### src/design/cct_pkg.sv
package cct_pkg;
  // Register offsets within the timer window.
  localparam logic [7:0] OFF_MODE_SEL = 8'hC0;
  localparam logic [7:0] OFF_FORCE = 8'hC1;
  localparam logic [7:0] OFF_MASK = 8'hC2;
  localparam logic [7:0] OFF_DATA = 8'hC3;
  localparam logic [7:0] OFF_CNT_HI = 8'hC4;
  localparam logic [7:0] OFF_CNT_LO = 8'hC5;
  localparam logic [7:0] OFF_CTRL1 = 8'hC6;
  localparam logic [7:0] OFF_ACTION = 8'hC8;
  localparam logic [7:0] OFF_EDGE = 8'hC9;
  localparam logic [7:0] OFF_CTRL2 = 8'hCB;
  localparam logic [7:0] OFF_CHFLAG = 8'hCC;
  localparam logic [7:0] OFF_OVFLAG = 8'hCD;
  localparam logic [7:0] OFF_CHVAL0 = 8'hCE;
  localparam logic [7:0] OFF_PORT = 8'hD6;
  // Address window bases.
  localparam logic [11:0] BASE_BLOCK = 12'h200;
  localparam logic [11:0] BASE_NONBLOCK = 12'h300;
  // Field positions.
  localparam int EN_BIT = 7;
  localparam int FFC_BIT = 4;
  localparam int OVF_BIT = 7;
  localparam int NCH = 4;
  // Reset values.
  localparam logic [7:0] RST_BYTE = 8'h00;
  localparam logic [15:0] RST_WORD = 16'h0000;
  // Output action codes.
  typedef enum logic [1:0] {ACT_OFF, ACT_TOGGLE, ACT_LOW, ACT_HIGH} cct_act_e;
endpackage : cct_pkg

### src/design/cct_evt_if.sv
`timescale 1ns/1ps
`default_nettype none
// Compare events passed from the counter core to the output stage.
interface cct_evt_if;
  logic [3:0] match;
  logic [3:0] force_req;
  logic [15:0] count;
  modport src (output match, output force_req, output count);
  modport dst (input match, input force_req, input count);
endinterface : cct_evt_if
`default_nettype wire

### src/design/cct_timer.sv
`timescale 1ns/1ps
`default_nettype none
module cct_timer
  import cct_pkg::*;
(
  input wire logic REF_CLK_I,
  input wire logic NRST_I,
  input wire logic SPECIAL_MODE_I,
  input wire logic [11:0] ADDR_I,
  input wire logic [15:0] WDATA_I,
  input wire logic WR_I,
  input wire logic WORD_I,
  input wire logic RD_I,
  input wire logic [3:0] PIN_I,
  output logic [15:0] RDATA_O,
  output logic [3:0] PIN_O,
  output logic [3:0] PIN_OE_O
);
  logic [7:0] mode_sel_q;
  logic [7:0] mask_q;
  logic [7:0] data_q;
  logic [7:0] ctrl1_q;
  logic [7:0] ctrl2_q;
  logic [7:0] action_q;
  logic [7:0] edge_q;
  logic [15:0] count_q;
  logic [15:0] chval_q [NCH];
  logic [3:0] chflag_q;
  logic ovf_q;
  logic [3:0] pin_prev_q;
  logic [3:0] force_q;
  logic [3:0] match_q;
  logic [3:0] port_q;
  logic tick;
  logic en;
  logic ffc;
  logic hit;
  logic [7:0] off;
  logic [3:0] match;
  logic [3:0] capt;
  logic [3:0] force_now;
  logic cnt_acc;
  logic [15:0] rd_d;
  cct_evt_if evt_bus ();

  // Window decode over both bases.
  assign hit = (ADDR_I[11:8] == BASE_BLOCK[11:8]) || (ADDR_I[11:8] == BASE_NONBLOCK[11:8]);
  assign off = ADDR_I[7:0];
  assign en = ctrl1_q[EN_BIT];
  assign ffc = ctrl1_q[FFC_BIT];
  assign force_now = (hit && WR_I && off == OFF_FORCE) ? WDATA_I[3:0] : 4'h0;
  assign cnt_acc = hit && (WR_I || RD_I) && (off == OFF_CNT_HI || off == OFF_CNT_LO);

  // Compare match and capture edges, only while enabled.
  always_comb begin
    for (int n = 0; n < NCH; n++) begin
      match[n] = en && tick && mode_sel_q[n] && (count_q == chval_q[n]);
      capt[n] = en && !mode_sel_q[n] &&
                ((edge_q[2*n] && PIN_I[n] && !pin_prev_q[n]) ||
                 (edge_q[2*n+1] && !PIN_I[n] && pin_prev_q[n]));
    end
  end

  cct_prescaler u_pre (
    .clk_i(REF_CLK_I),
    .nrst_i(NRST_I),
    .run_i(en),
    .prescale_field_i(ctrl2_q[2:0]),
    .tick_o(tick)
  );

  assign evt_bus.match = match_q;
  assign evt_bus.force_req = force_q;
  assign evt_bus.count = count_q;

  cct_out_stage u_out (
    .clk_i(REF_CLK_I),
    .nrst_i(NRST_I),
    .evt(evt_bus),
    .mode_sel_i(mode_sel_q),
    .action_i(action_q),
    .mask_i(mask_q),
    .data_i(data_q),
    .port_q_o(port_q)
  );

  // Event pipeline stage feeding the output stage.
  always_ff @(posedge REF_CLK_I) begin
    if (!NRST_I) begin
      force_q <= 4'h0;
      match_q <= 4'h0;
      pin_prev_q <= 4'h0;
    end else begin
      force_q <= force_now;
      match_q <= match;
      pin_prev_q <= PIN_I;
    end
  end

  // Control registers written by software.
  always_ff @(posedge REF_CLK_I) begin
    if (!NRST_I) begin
      mode_sel_q <= RST_BYTE;
      mask_q <= RST_BYTE;
      data_q <= RST_BYTE;
      ctrl1_q <= RST_BYTE;
      ctrl2_q <= RST_BYTE;
      action_q <= RST_BYTE;
      edge_q <= RST_BYTE;
    end else if (hit && WR_I) begin
      unique case (off)
        OFF_MODE_SEL: mode_sel_q <= {4'h0, WDATA_I[3:0]};
        OFF_MASK: mask_q <= {4'h0, WDATA_I[3:0]};
        OFF_DATA: data_q <= {4'h0, WDATA_I[3:0]};
        OFF_CTRL1: ctrl1_q <= {WDATA_I[7], 2'b00, WDATA_I[4], 4'h0};
        OFF_CTRL2: ctrl2_q <= {5'h00, WDATA_I[2:0]};
        OFF_ACTION: action_q <= WDATA_I[7:0];
        OFF_EDGE: edge_q <= WDATA_I[7:0];
        default: ;
      endcase
    end
  end

  // Counter: steps on tick, writable only in special mode.
  always_ff @(posedge REF_CLK_I) begin
    if (!NRST_I) begin
      count_q <= RST_WORD;
    end else if (hit && WR_I && SPECIAL_MODE_I && off == OFF_CNT_HI) begin
      if (WORD_I) begin
        count_q <= WDATA_I;
      end else begin
        count_q[15:8] <= WDATA_I[7:0];
      end
    end else if (hit && WR_I && SPECIAL_MODE_I && off == OFF_CNT_LO) begin
      count_q[7:0] <= WDATA_I[7:0];
    end else if (tick) begin
      count_q <= count_q + 16'h0001;
    end
  end

  // Channel value registers: capture or software write.
  always_ff @(posedge REF_CLK_I) begin
    if (!NRST_I) begin
      for (int n = 0; n < NCH; n++) begin
        chval_q[n] <= RST_WORD;
      end
    end else begin
      for (int n = 0; n < NCH; n++) begin
        if (capt[n]) begin
          chval_q[n] <= count_q;
        end else if (hit && WR_I && mode_sel_q[n] && off == 8'(OFF_CHVAL0 + 2 * n)) begin
          chval_q[n] <= WORD_I ? WDATA_I : {WDATA_I[7:0], chval_q[n][7:0]};
        end else if (hit && WR_I && mode_sel_q[n] && off == 8'(OFF_CHVAL0 + 2 * n + 1)) begin
          chval_q[n][7:0] <= WDATA_I[7:0];
        end
      end
    end
  end

  // Channel flags: set wins over every clear, force suppresses the compare match set but not a capture set.
  always_ff @(posedge REF_CLK_I) begin
    if (!NRST_I) begin
      chflag_q <= 4'h0;
    end else begin
      for (int n = 0; n < NCH; n++) begin
        if ((match[n] && !force_now[n]) || capt[n]) begin
          chflag_q[n] <= 1'b1;
        end else if (hit && WR_I && off == OFF_CHFLAG && WDATA_I[n]) begin
          chflag_q[n] <= 1'b0;
        end else if (ffc && hit && off[7:1] == 7'((OFF_CHVAL0 + 2 * n) >> 1) &&
                     ((RD_I && !mode_sel_q[n]) || (WR_I && mode_sel_q[n]))) begin
          chflag_q[n] <= 1'b0;
        end
      end
    end
  end

  // Overflow flag set on wrap.
  always_ff @(posedge REF_CLK_I) begin
    if (!NRST_I) begin
      ovf_q <= 1'b0;
    end else if (tick && count_q == 16'hFFFF) begin
      ovf_q <= 1'b1;
    end else if (hit && WR_I && off == OFF_OVFLAG && WDATA_I[OVF_BIT]) begin
      ovf_q <= 1'b0;
    end else if (ffc && cnt_acc) begin
      ovf_q <= 1'b0;
    end
  end

  // Read mux; counter read whole word at the high offset.
  always_comb begin
    rd_d = RST_WORD;
    unique case (off)
      OFF_MODE_SEL: rd_d = {8'h00, mode_sel_q};
      OFF_MASK: rd_d = {8'h00, mask_q};
      OFF_DATA: rd_d = {8'h00, data_q};
      OFF_CNT_HI: rd_d = WORD_I ? count_q : {8'h00, count_q[15:8]};
      OFF_CNT_LO: rd_d = {8'h00, count_q[7:0]};
      OFF_CTRL1: rd_d = {8'h00, ctrl1_q};
      OFF_CTRL2: rd_d = {8'h00, ctrl2_q};
      OFF_ACTION: rd_d = {8'h00, action_q};
      OFF_EDGE: rd_d = {8'h00, edge_q};
      OFF_CHFLAG: rd_d = {12'h000, chflag_q};
      OFF_OVFLAG: rd_d = {8'h00, ovf_q, 7'h00};
      OFF_PORT: rd_d = {12'h000, port_q};
      default: begin
        for (int n = 0; n < NCH; n++) begin
          if (off == 8'(OFF_CHVAL0 + 2 * n)) begin
            rd_d = WORD_I ? chval_q[n] : {8'h00, chval_q[n][15:8]};
          end else if (off == 8'(OFF_CHVAL0 + 2 * n + 1)) begin
            rd_d = {8'h00, chval_q[n][7:0]};
          end
        end
      end
    endcase
  end

  // Registered read data, zero when no read hits the window.
  always_ff @(posedge REF_CLK_I) begin
    if (!NRST_I) begin
      RDATA_O <= RST_WORD;
    end else begin
      RDATA_O <= (hit && RD_I) ? rd_d : RST_WORD;
    end
  end

  // Pin drive: compare channels with an action or a mask bit drive their pin.
  always_ff @(posedge REF_CLK_I) begin
    if (!NRST_I) begin
      PIN_O <= 4'h0;
      PIN_OE_O <= 4'h0;
    end else begin
      PIN_O <= port_q;
      for (int n = 0; n < NCH; n++) begin
        PIN_OE_O[n] <= mode_sel_q[n] && (mask_q[n] || action_q[2*n+:2] != 2'b00);
      end
    end
  end
endmodule : cct_timer
`default_nettype wire

### src/design/cct_prescaler.sv
`timescale 1ns/1ps
`default_nettype none
// Divides the clock by 2 to the power of the prescale field, tick when all selected stages are zero.
module cct_prescaler
  import cct_pkg::*;
(
  input wire logic clk_i,
  input wire logic nrst_i,
  input wire logic run_i,
  input wire logic [2:0] prescale_field_i,
  output logic tick_o
);
  logic [6:0] stage_q;
  logic [6:0] mask;

  // Stage mask for the selected division.
  assign mask = 7'((8'h01 << prescale_field_i) - 8'h01);

  // Free running stages, only counted while the timer runs.
  always_ff @(posedge clk_i) begin
    if (!nrst_i) begin
      stage_q <= 7'h00;
    end else if (run_i) begin
      stage_q <= stage_q + 7'h01;
    end
  end

  // Tick fires when all selected stages are zero.
  assign tick_o = run_i && ((stage_q & mask) == 7'h00);
endmodule : cct_prescaler
`default_nettype wire

### src/design/cct_out_stage.sv
`timescale 1ns/1ps
`default_nettype none
// Applies compare actions to the channel output lines.
module cct_out_stage
  import cct_pkg::*;
(
  input wire logic clk_i,
  input wire logic nrst_i,
  cct_evt_if.dst evt,
  input wire logic [7:0] mode_sel_i,
  input wire logic [7:0] action_i,
  input wire logic [7:0] mask_i,
  input wire logic [7:0] data_i,
  output logic [3:0] port_q_o
);
  logic [3:0] port_d;

  // Per channel output action, channel 3 master compare overriding.
  always_comb begin
    port_d = port_q_o;
    for (int n = 0; n < NCH; n++) begin
      if (mode_sel_i[n] && (evt.match[n] || evt.force_req[n])) begin
        unique case (cct_act_e'(action_i[2*n+:2]))
          ACT_OFF: port_d[n] = port_q_o[n];
          ACT_TOGGLE: port_d[n] = ~port_q_o[n];
          ACT_LOW: port_d[n] = 1'b0;
          ACT_HIGH: port_d[n] = 1'b1;
        endcase
      end
    end
    if (mode_sel_i[3] && (evt.match[3] || evt.force_req[3])) begin
      for (int n = 0; n < NCH; n++) begin
        if (mask_i[n]) begin
          port_d[n] = data_i[n];
        end
      end
    end
  end

  // Output data latch.
  always_ff @(posedge clk_i) begin
    if (!nrst_i) begin
      port_q_o <= 4'h0;
    end else begin
      port_q_o <= port_d;
    end
  end
endmodule : cct_out_stage
`default_nettype wire

### config.mk
export PLATFORM = sky130hd
export DESIGN_NAME = cct_timer
export DESIGN_NICKNAME = d
export VERILOG_FILES = /design/src/design/cct_pkg.sv /design/src/design/cct_evt_if.sv /design/src/design/cct_timer.sv /design/src/design/cct_prescaler.sv /design/src/design/cct_out_stage.sv
export SDC_FILE = /design/constraint.sdc
export NUM_CORES = 1
export LEC_CHECK = 0
export BUFFER_PORTS_ARGS = -buffer_cell sky130_fd_sc_hd__buf_2
export CAP_MARGIN = 20
export CORE_AREA = 2 2 206 208
export CTS_CLUSTER_SIZE = 25
export DETAILED_ROUTE_END_ITERATION = 12
export DIE_AREA = 0 0 208 210
export SLEW_MARGIN = 20
export SYNTH_ARGS = -nofsm -noshare
export SYNTH_HDL_FRONTEND = slang
export SYNTH_HIERARCHICAL = 1
export SYNTH_SLANG_ARGS = --single-unit
### constraint.sdc
create_clock -name REF_CLK_I -period 3 [get_ports REF_CLK_I]
set_input_delay 0.6 -clock REF_CLK_I [delete_from_list [all_inputs] [get_ports REF_CLK_I]]
set_output_delay 0.6 -clock REF_CLK_I [all_outputs]
set_load 0.02 [all_outputs]
==> results of run 1 <==
## state kept, by name, indices dropped and copies added, names as in the netlist, 7 cells and up
name and count:
count_q 16, action_q 8, RDATA_O 16, u_pre/stage_q 7, edge_q 8, chval_q 64
## per-stage QoR
step | instances | worst slack (ns)
after floorplan | 1120 | 0.367
after global placement | 1713 | 0.107
after detailed placement | 1713 | 0.121
after CTS | 1745 | 0.428
after global routing | 1745 | 0.259
final | 1745 | 0.447
## worst max-delay path by stage
stage,startpoint,end,slack (ns),cells past startpoint
global route,u_pre/stage_q[0],chflag_q[2],0.26,8
floorplan,ADDR_I[2],chval_q[1][0],0.37,6
CTS,u_pre/stage_q[0],chflag_q[2],0.43,8
detailed placement,ADDR_I[10],edge_q[6],0.12,7
finish,u_pre/stage_q[0],chflag_q[2],0.45,8
global placement,ADDR_I[5],chflag_q[3],0.11,6
## critical path, cell delays in order, from the launching register on
cell and delay (ns):
dfxtp_1 0.38, o31ai_1 0.28, a21oi_1 0.11, a211oi_1 0.23, and3_1 0.42, nand3_1 0.11, or4_1 0.59, o32ai_1 0.27
a211o_1 0.13
## routing by layer
layer  vias up  track usage
met3       114       0.0434
li1       4398            -
met1      4866        0.255
met2       555        0.316
met5         -            0
met4         2        0.101
## power by group through the flow
stage	clock network (mW)	logic, mW	registers [mW]
after floorplan	0	0.223	2.43
after global placement	0	0.397	2.45
after detailed placement	0	0.397	2.45
after CTS	2.33	0.398	2.40
after global routing	2.42	0.430	2.40
final	2.32	0.410	2.40
## final cells by class
| cell class | count | area (um^2) | area share |
|---|---|---|---|
| inverters | 20 | 75.1 | 0.00624 |
| clock inverters | 15 | 169 | 0.0140 |
| clock buffers | 17 | 425 | 0.0353 |
| flip-flops and latches | 165 | 3940 | 0.328 |
| well taps | 539 | 674 | 0.0560 |
| multi-input cells | 837 | 5760 | 0.478 |
| repair buffers | 152 | 991 | 0.0823 |
==> impl_metrics.py, run 1 <==
metrics = {
    "run_status": {
        "status": "completed",
    },
    "power_and_ir_drop": {
        "report.power.total_mw": 5.13,
        "irDropWorstVdd_v": 0.000302,
        "p_sw_frac": 0.272,
        "p_sw_mw": 1.40,
        "clock_power_share": 0.452,
        "combPwrFrac": 0.080,
        "seqPwrFrac": 0.468,
        "power.density_nw_per_um2": 426,
        "p_leak_nw": 4.35,
        "p_int_mw": 3.73,
    },
    "route": {
        "ant_nets": 0,
        "via_per_inst": 5.69,
        "wl_per_cell_um": 25.2,
        "met2_wirelength_um": 19900,
        "drtPass1Iterations": 5,
        "vias": 9935,
        "top_layer_used": "met5",
        "wl_met3_um": 3710,
        "drc": 0,
        "routed_wl_um": 44000,
        "wl_met1_um": 18200,
        "initialDrtViolationCount": 1327,
    },
    "setup_path": {
        "r2r_setup_slack_ns": 0.45,
        "r2r_start": "u_pre/stage_q[0]",
        "worstSetupStartpointType": "register",
        "cp.arrival_ns": 2.94,
        "path_class": "register to register",
        "worstReg2RegEnd": "chflag_q[2]",
        "crit_fanout": 7,
        "required_ns": 3.39,
        "end_kind": "register",
        "rr_worst_depth": 8,
    },
    "finish": {
        "layout_commonest_cell": "dfxtp_1",
        "final_util": 0.290,
        "finalNetCount": 1233,
        "syn2layout_area_growth_pct": 17.8,
        "drive_gt1_frac": 0.197,
        "finalInstanceArea_um2": 12000,
        "layout_common_cells": "101 x dfxtp_1, 92 x buf_4, 89 x nand2_1",
        "n_antenna_cell": 0,
        "fill_cells": 4404,
    },
    "sta": {
        "finClkSkew_ns": 0.0153,
        "whs_ns": 0.379,
        "max_freq_mhz": 392,
        "grt_setup_unrepaired": "no",
        "period_minus_slack_ns": 2.55,
        "worstMarginPinSlew_ns": 0.702,
        "fin_crit_sh": 0.851,
        "setup_viol": 0,
        "setup_tns_ns": 0,
        "slew_headroom": 0.530,
        "hold_viol": 0,
        "finalMaxSlewViolations": 0,
    },
    "yosys": {
        "avgSynthCellArea_um2": 9.12,
        "synth_nets": 1160,
        "synth_cells": 1120,
        "ys_warn_count": 6,
        "netlist_area_um2": 10200,
    },
    "die": {
        "die-width_um": 208,
        "core-area_um2": 41500,
        "die_y_um": 210,
        "pin_count": 62,
        "rows": 75,
        "start_util": 0.246,
        "dieArea_um2": 43700,
    },
    "clock_tree": {
        "cts_max_level": 4,
        "clock-root-buffer": "clkbuf_16",
        "ctsHoldBuffers": 0,
        "clk_latency_ns": 0.45,
        "clkTransAtPathRegs_ns": 0.07,
        "cts_buffers": 17,
        "tritoncts": "built",
        "post_cts_buffers": 0,
        "post_cts_resized": 0,
        "cts_sinks": 165,
        "clk_path_buf_depth": 2,
    },
    "global_route": {
        "antenna_found_initial": 2,
        "grt_pass1_wl_um": 64400,
        "track_usage": 0.199,
        "grt_pass1_vias": 9546,
        "gr-total-overflow": 0,
        "grt_start_max_net_pins": 46,
    },
    "min_path": {
        "min_path_cells": 2,
        "min_from": "PIN_I[0]",
        "hold_end": "pin_prev_q[0]",
        "min_path_type": "input pin to register",
    },
    "place": {
        "dp_hpwl_um": 32900,
        "routabilityCongestion": 0.992,
        "dpl-instance-area_um2": 11400,
        "port_buffers": 60,
    },
    "job": {
        "drv_cap": 0,
    },
}
No activity file was read; power rests on OpenSTA's default activity.
==> run 2: changes to the inputs <==
Settings changed: CTS_CLUSTER_SIZE 25 to not set, RECOVER_POWER set to 25.
==> run 2 against run 1 <==
  * Power is 0.25% lower
  * Core utilization decreased by 0.13 points
  * Global-route usage stayed put
  * Setup slack got worse by 0.16 ns
  * Sequential power barely moved
  * Non-clock buffer count unchanged
  * Fmax fell by 6.0%
  * Critical path depth down 2
  * Cell count unchanged
==> impl_metrics.py, run 2 (same netlist as run 1, synthesis figures left out) <==
metrics = {
    "global_route": {
        "track_usage": 0.199,
        "grt_start_max_net_pins": 46,
        "grt_pass1_vias": 9546,
        "grt_pass1_wl_um": 64400,
        "gr-total-overflow": 0,
        "antenna_found_initial": 2,
    },
    "clock_tree": {
        "post_cts_buffers": 0,
        "post_cts_resized": 0,
        "clkTransAtPathRegs_ns": 0.07,
        "cts_max_level": 4,
        "clk_latency_ns": 0.44,
        "clk_path_buf_depth": 2,
        "cts_buffers": 17,
        "tritoncts": "built",
        "ctsHoldBuffers": 0,
        "clock-root-buffer": "clkbuf_16",
        "cts_sinks": 165,
    },
    "route": {
        "vias": 9939,
        "wl_per_cell_um": 25.2,
        "drtPass1Iterations": 8,
        "via_per_inst": 5.70,
        "routed_wl_um": 44000,
        "ant_nets": 0,
        "drc": 0,
        "initialDrtViolationCount": 1350,
    },
    "finish": {
        "n_antenna_cell": 0,
        "layout_commonest_cell": "dfxtp_1",
        "layout.cells.non_filler": 1745,
        "regMostFlops": "chval_q",
        "syn2layout_area_growth_pct": 17.3,
        "layout_common_cells": "101 x dfxtp_1, 89 x nand2_1, 87 x buf_4",
        "multi_input_area_um2": 5750,
        "drive_gt1_frac": 0.171,
        "largest_reg_flops": 64,
        "final_util": 0.289,
        "finalInstanceArea_um2": 12000,
        "finalNetCount": 1233,
        "regArea_um2": 3940,
        "fill_cells": 4418,
        "top_regs": "chval_q (64), RDATA_O (16), count_q (16)",
    },
    "die": {
        "dieArea_um2": 43700,
        "start_util": 0.246,
        "die_y_um": 210,
        "pin_count": 62,
        "core-area_um2": 41500,
        "rows": 75,
        "die-width_um": 208,
    },
    "power_and_ir_drop": {
        "power.density_nw_per_um2": 427,
        "report.power.total_mw": 5.12,
        "irDropWorstVdd_v": 0.000298,
        "p_leak_nw": 4.20,
    },
    "place": {
        "dpl-instance-area_um2": 11400,
        "dp_hpwl_um": 32900,
        "dp_slack_ns": 0.121,
        "port_buffers": 60,
        "dp.cells": 1713,
        "routabilityCongestion": 0.992,
    },
    "sta": {
        "setup_tns_ns": 0,
        "worstMarginPinSlew_ns": 1.31,
        "max_freq_mhz": 368,
        "final.setup.worst_slack_ns": 0.285,
        "fin_crit_sh": 0.905,
        "finClkSkew_ns": 0.0148,
        "hold_viol": 0,
        "period_minus_slack_ns": 2.71,
        "grt_setup_unrepaired": "no",
        "slew_headroom": 0.124,
        "whs_ns": 0.382,
        "setup_viol": 0,
        "finalMaxSlewViolations": 0,
    },
    "setup_path": {
        "path_class": "input pin to register",
        "end_kind": "register",
        "worstSetupStartpointType": "input pin",
        "crit_fanout": 45,
        "required_ns": 3.16,
        "cp.arrival_ns": 2.87,
    },
    "min_path": {
        "min_path_type": "input pin to register",
    },
    "run_status": {
        "status": "completed",
    },
    "job": {
        "drv_cap": 0,
    },
}
run 2: area by class of cell:
| cell class | instances | area share |
|---|---|---|
| Clock buffer | 17 | 0.0355 |
| Clock inverter | 15 | 0.0141 |
| Inverter | 20 | 0.00626 |
| Multi-Input combinational cell | 837 | 0.480 |
| Sequential cell | 165 | 0.329 |
| Tap cell | 539 | 0.0563 |
| Timing Repair Buffer | 152 | 0.0786 |
run 2: worst max-delay path, stage by stage:
cell	delay (ns)
buf_2	0.17
buf_4	0.19
inv_1	0.07
clkbuf_1	0.77
clkbuf_2	0.94
nor2_1	0.12
run 2: worst paths after layout:
| check | from | to | slack [ns] | cells after the start |
|---|---|---|---|---|
| setup / recovery | NRST_I | chval_q[2][12] | 0.29 | 6 |
| hold / removal | PIN_I[0] | pin_prev_q[0] | 0.38 | 2 |
| setup reg to reg | u_pre/stage_q[0] | chflag_q[2] | 0.45 | 8 |
| hold reg to reg | edge_q[5] | edge_q[5] | 0.49 | 2 |
run 2: where the power goes:
part | total (mW) | switching [mW] | internal [mW]
registers | 2.40 | 0.0441 | 2.35
clock network | 2.31 | 1.06 | 1.25
logic | 0.408 | 0.284 | 0.124
total | 5.12 | 1.39 | 3.73
run 2: layer usage:
| layer | vias to the layer above | GRT usage | share of wire |
|---|---|---|---|
| li1 | 4401 | - | - |
| met1 | 4787 | 0.255 | 0.40 |
| met2 | 621 | 0.316 | 0.45 |
| met3 | 128 | 0.0434 | 0.097 |
| met4 | 2 | 0.101 | 0.053 |
| met5 | - | 0 | 0.00030 |
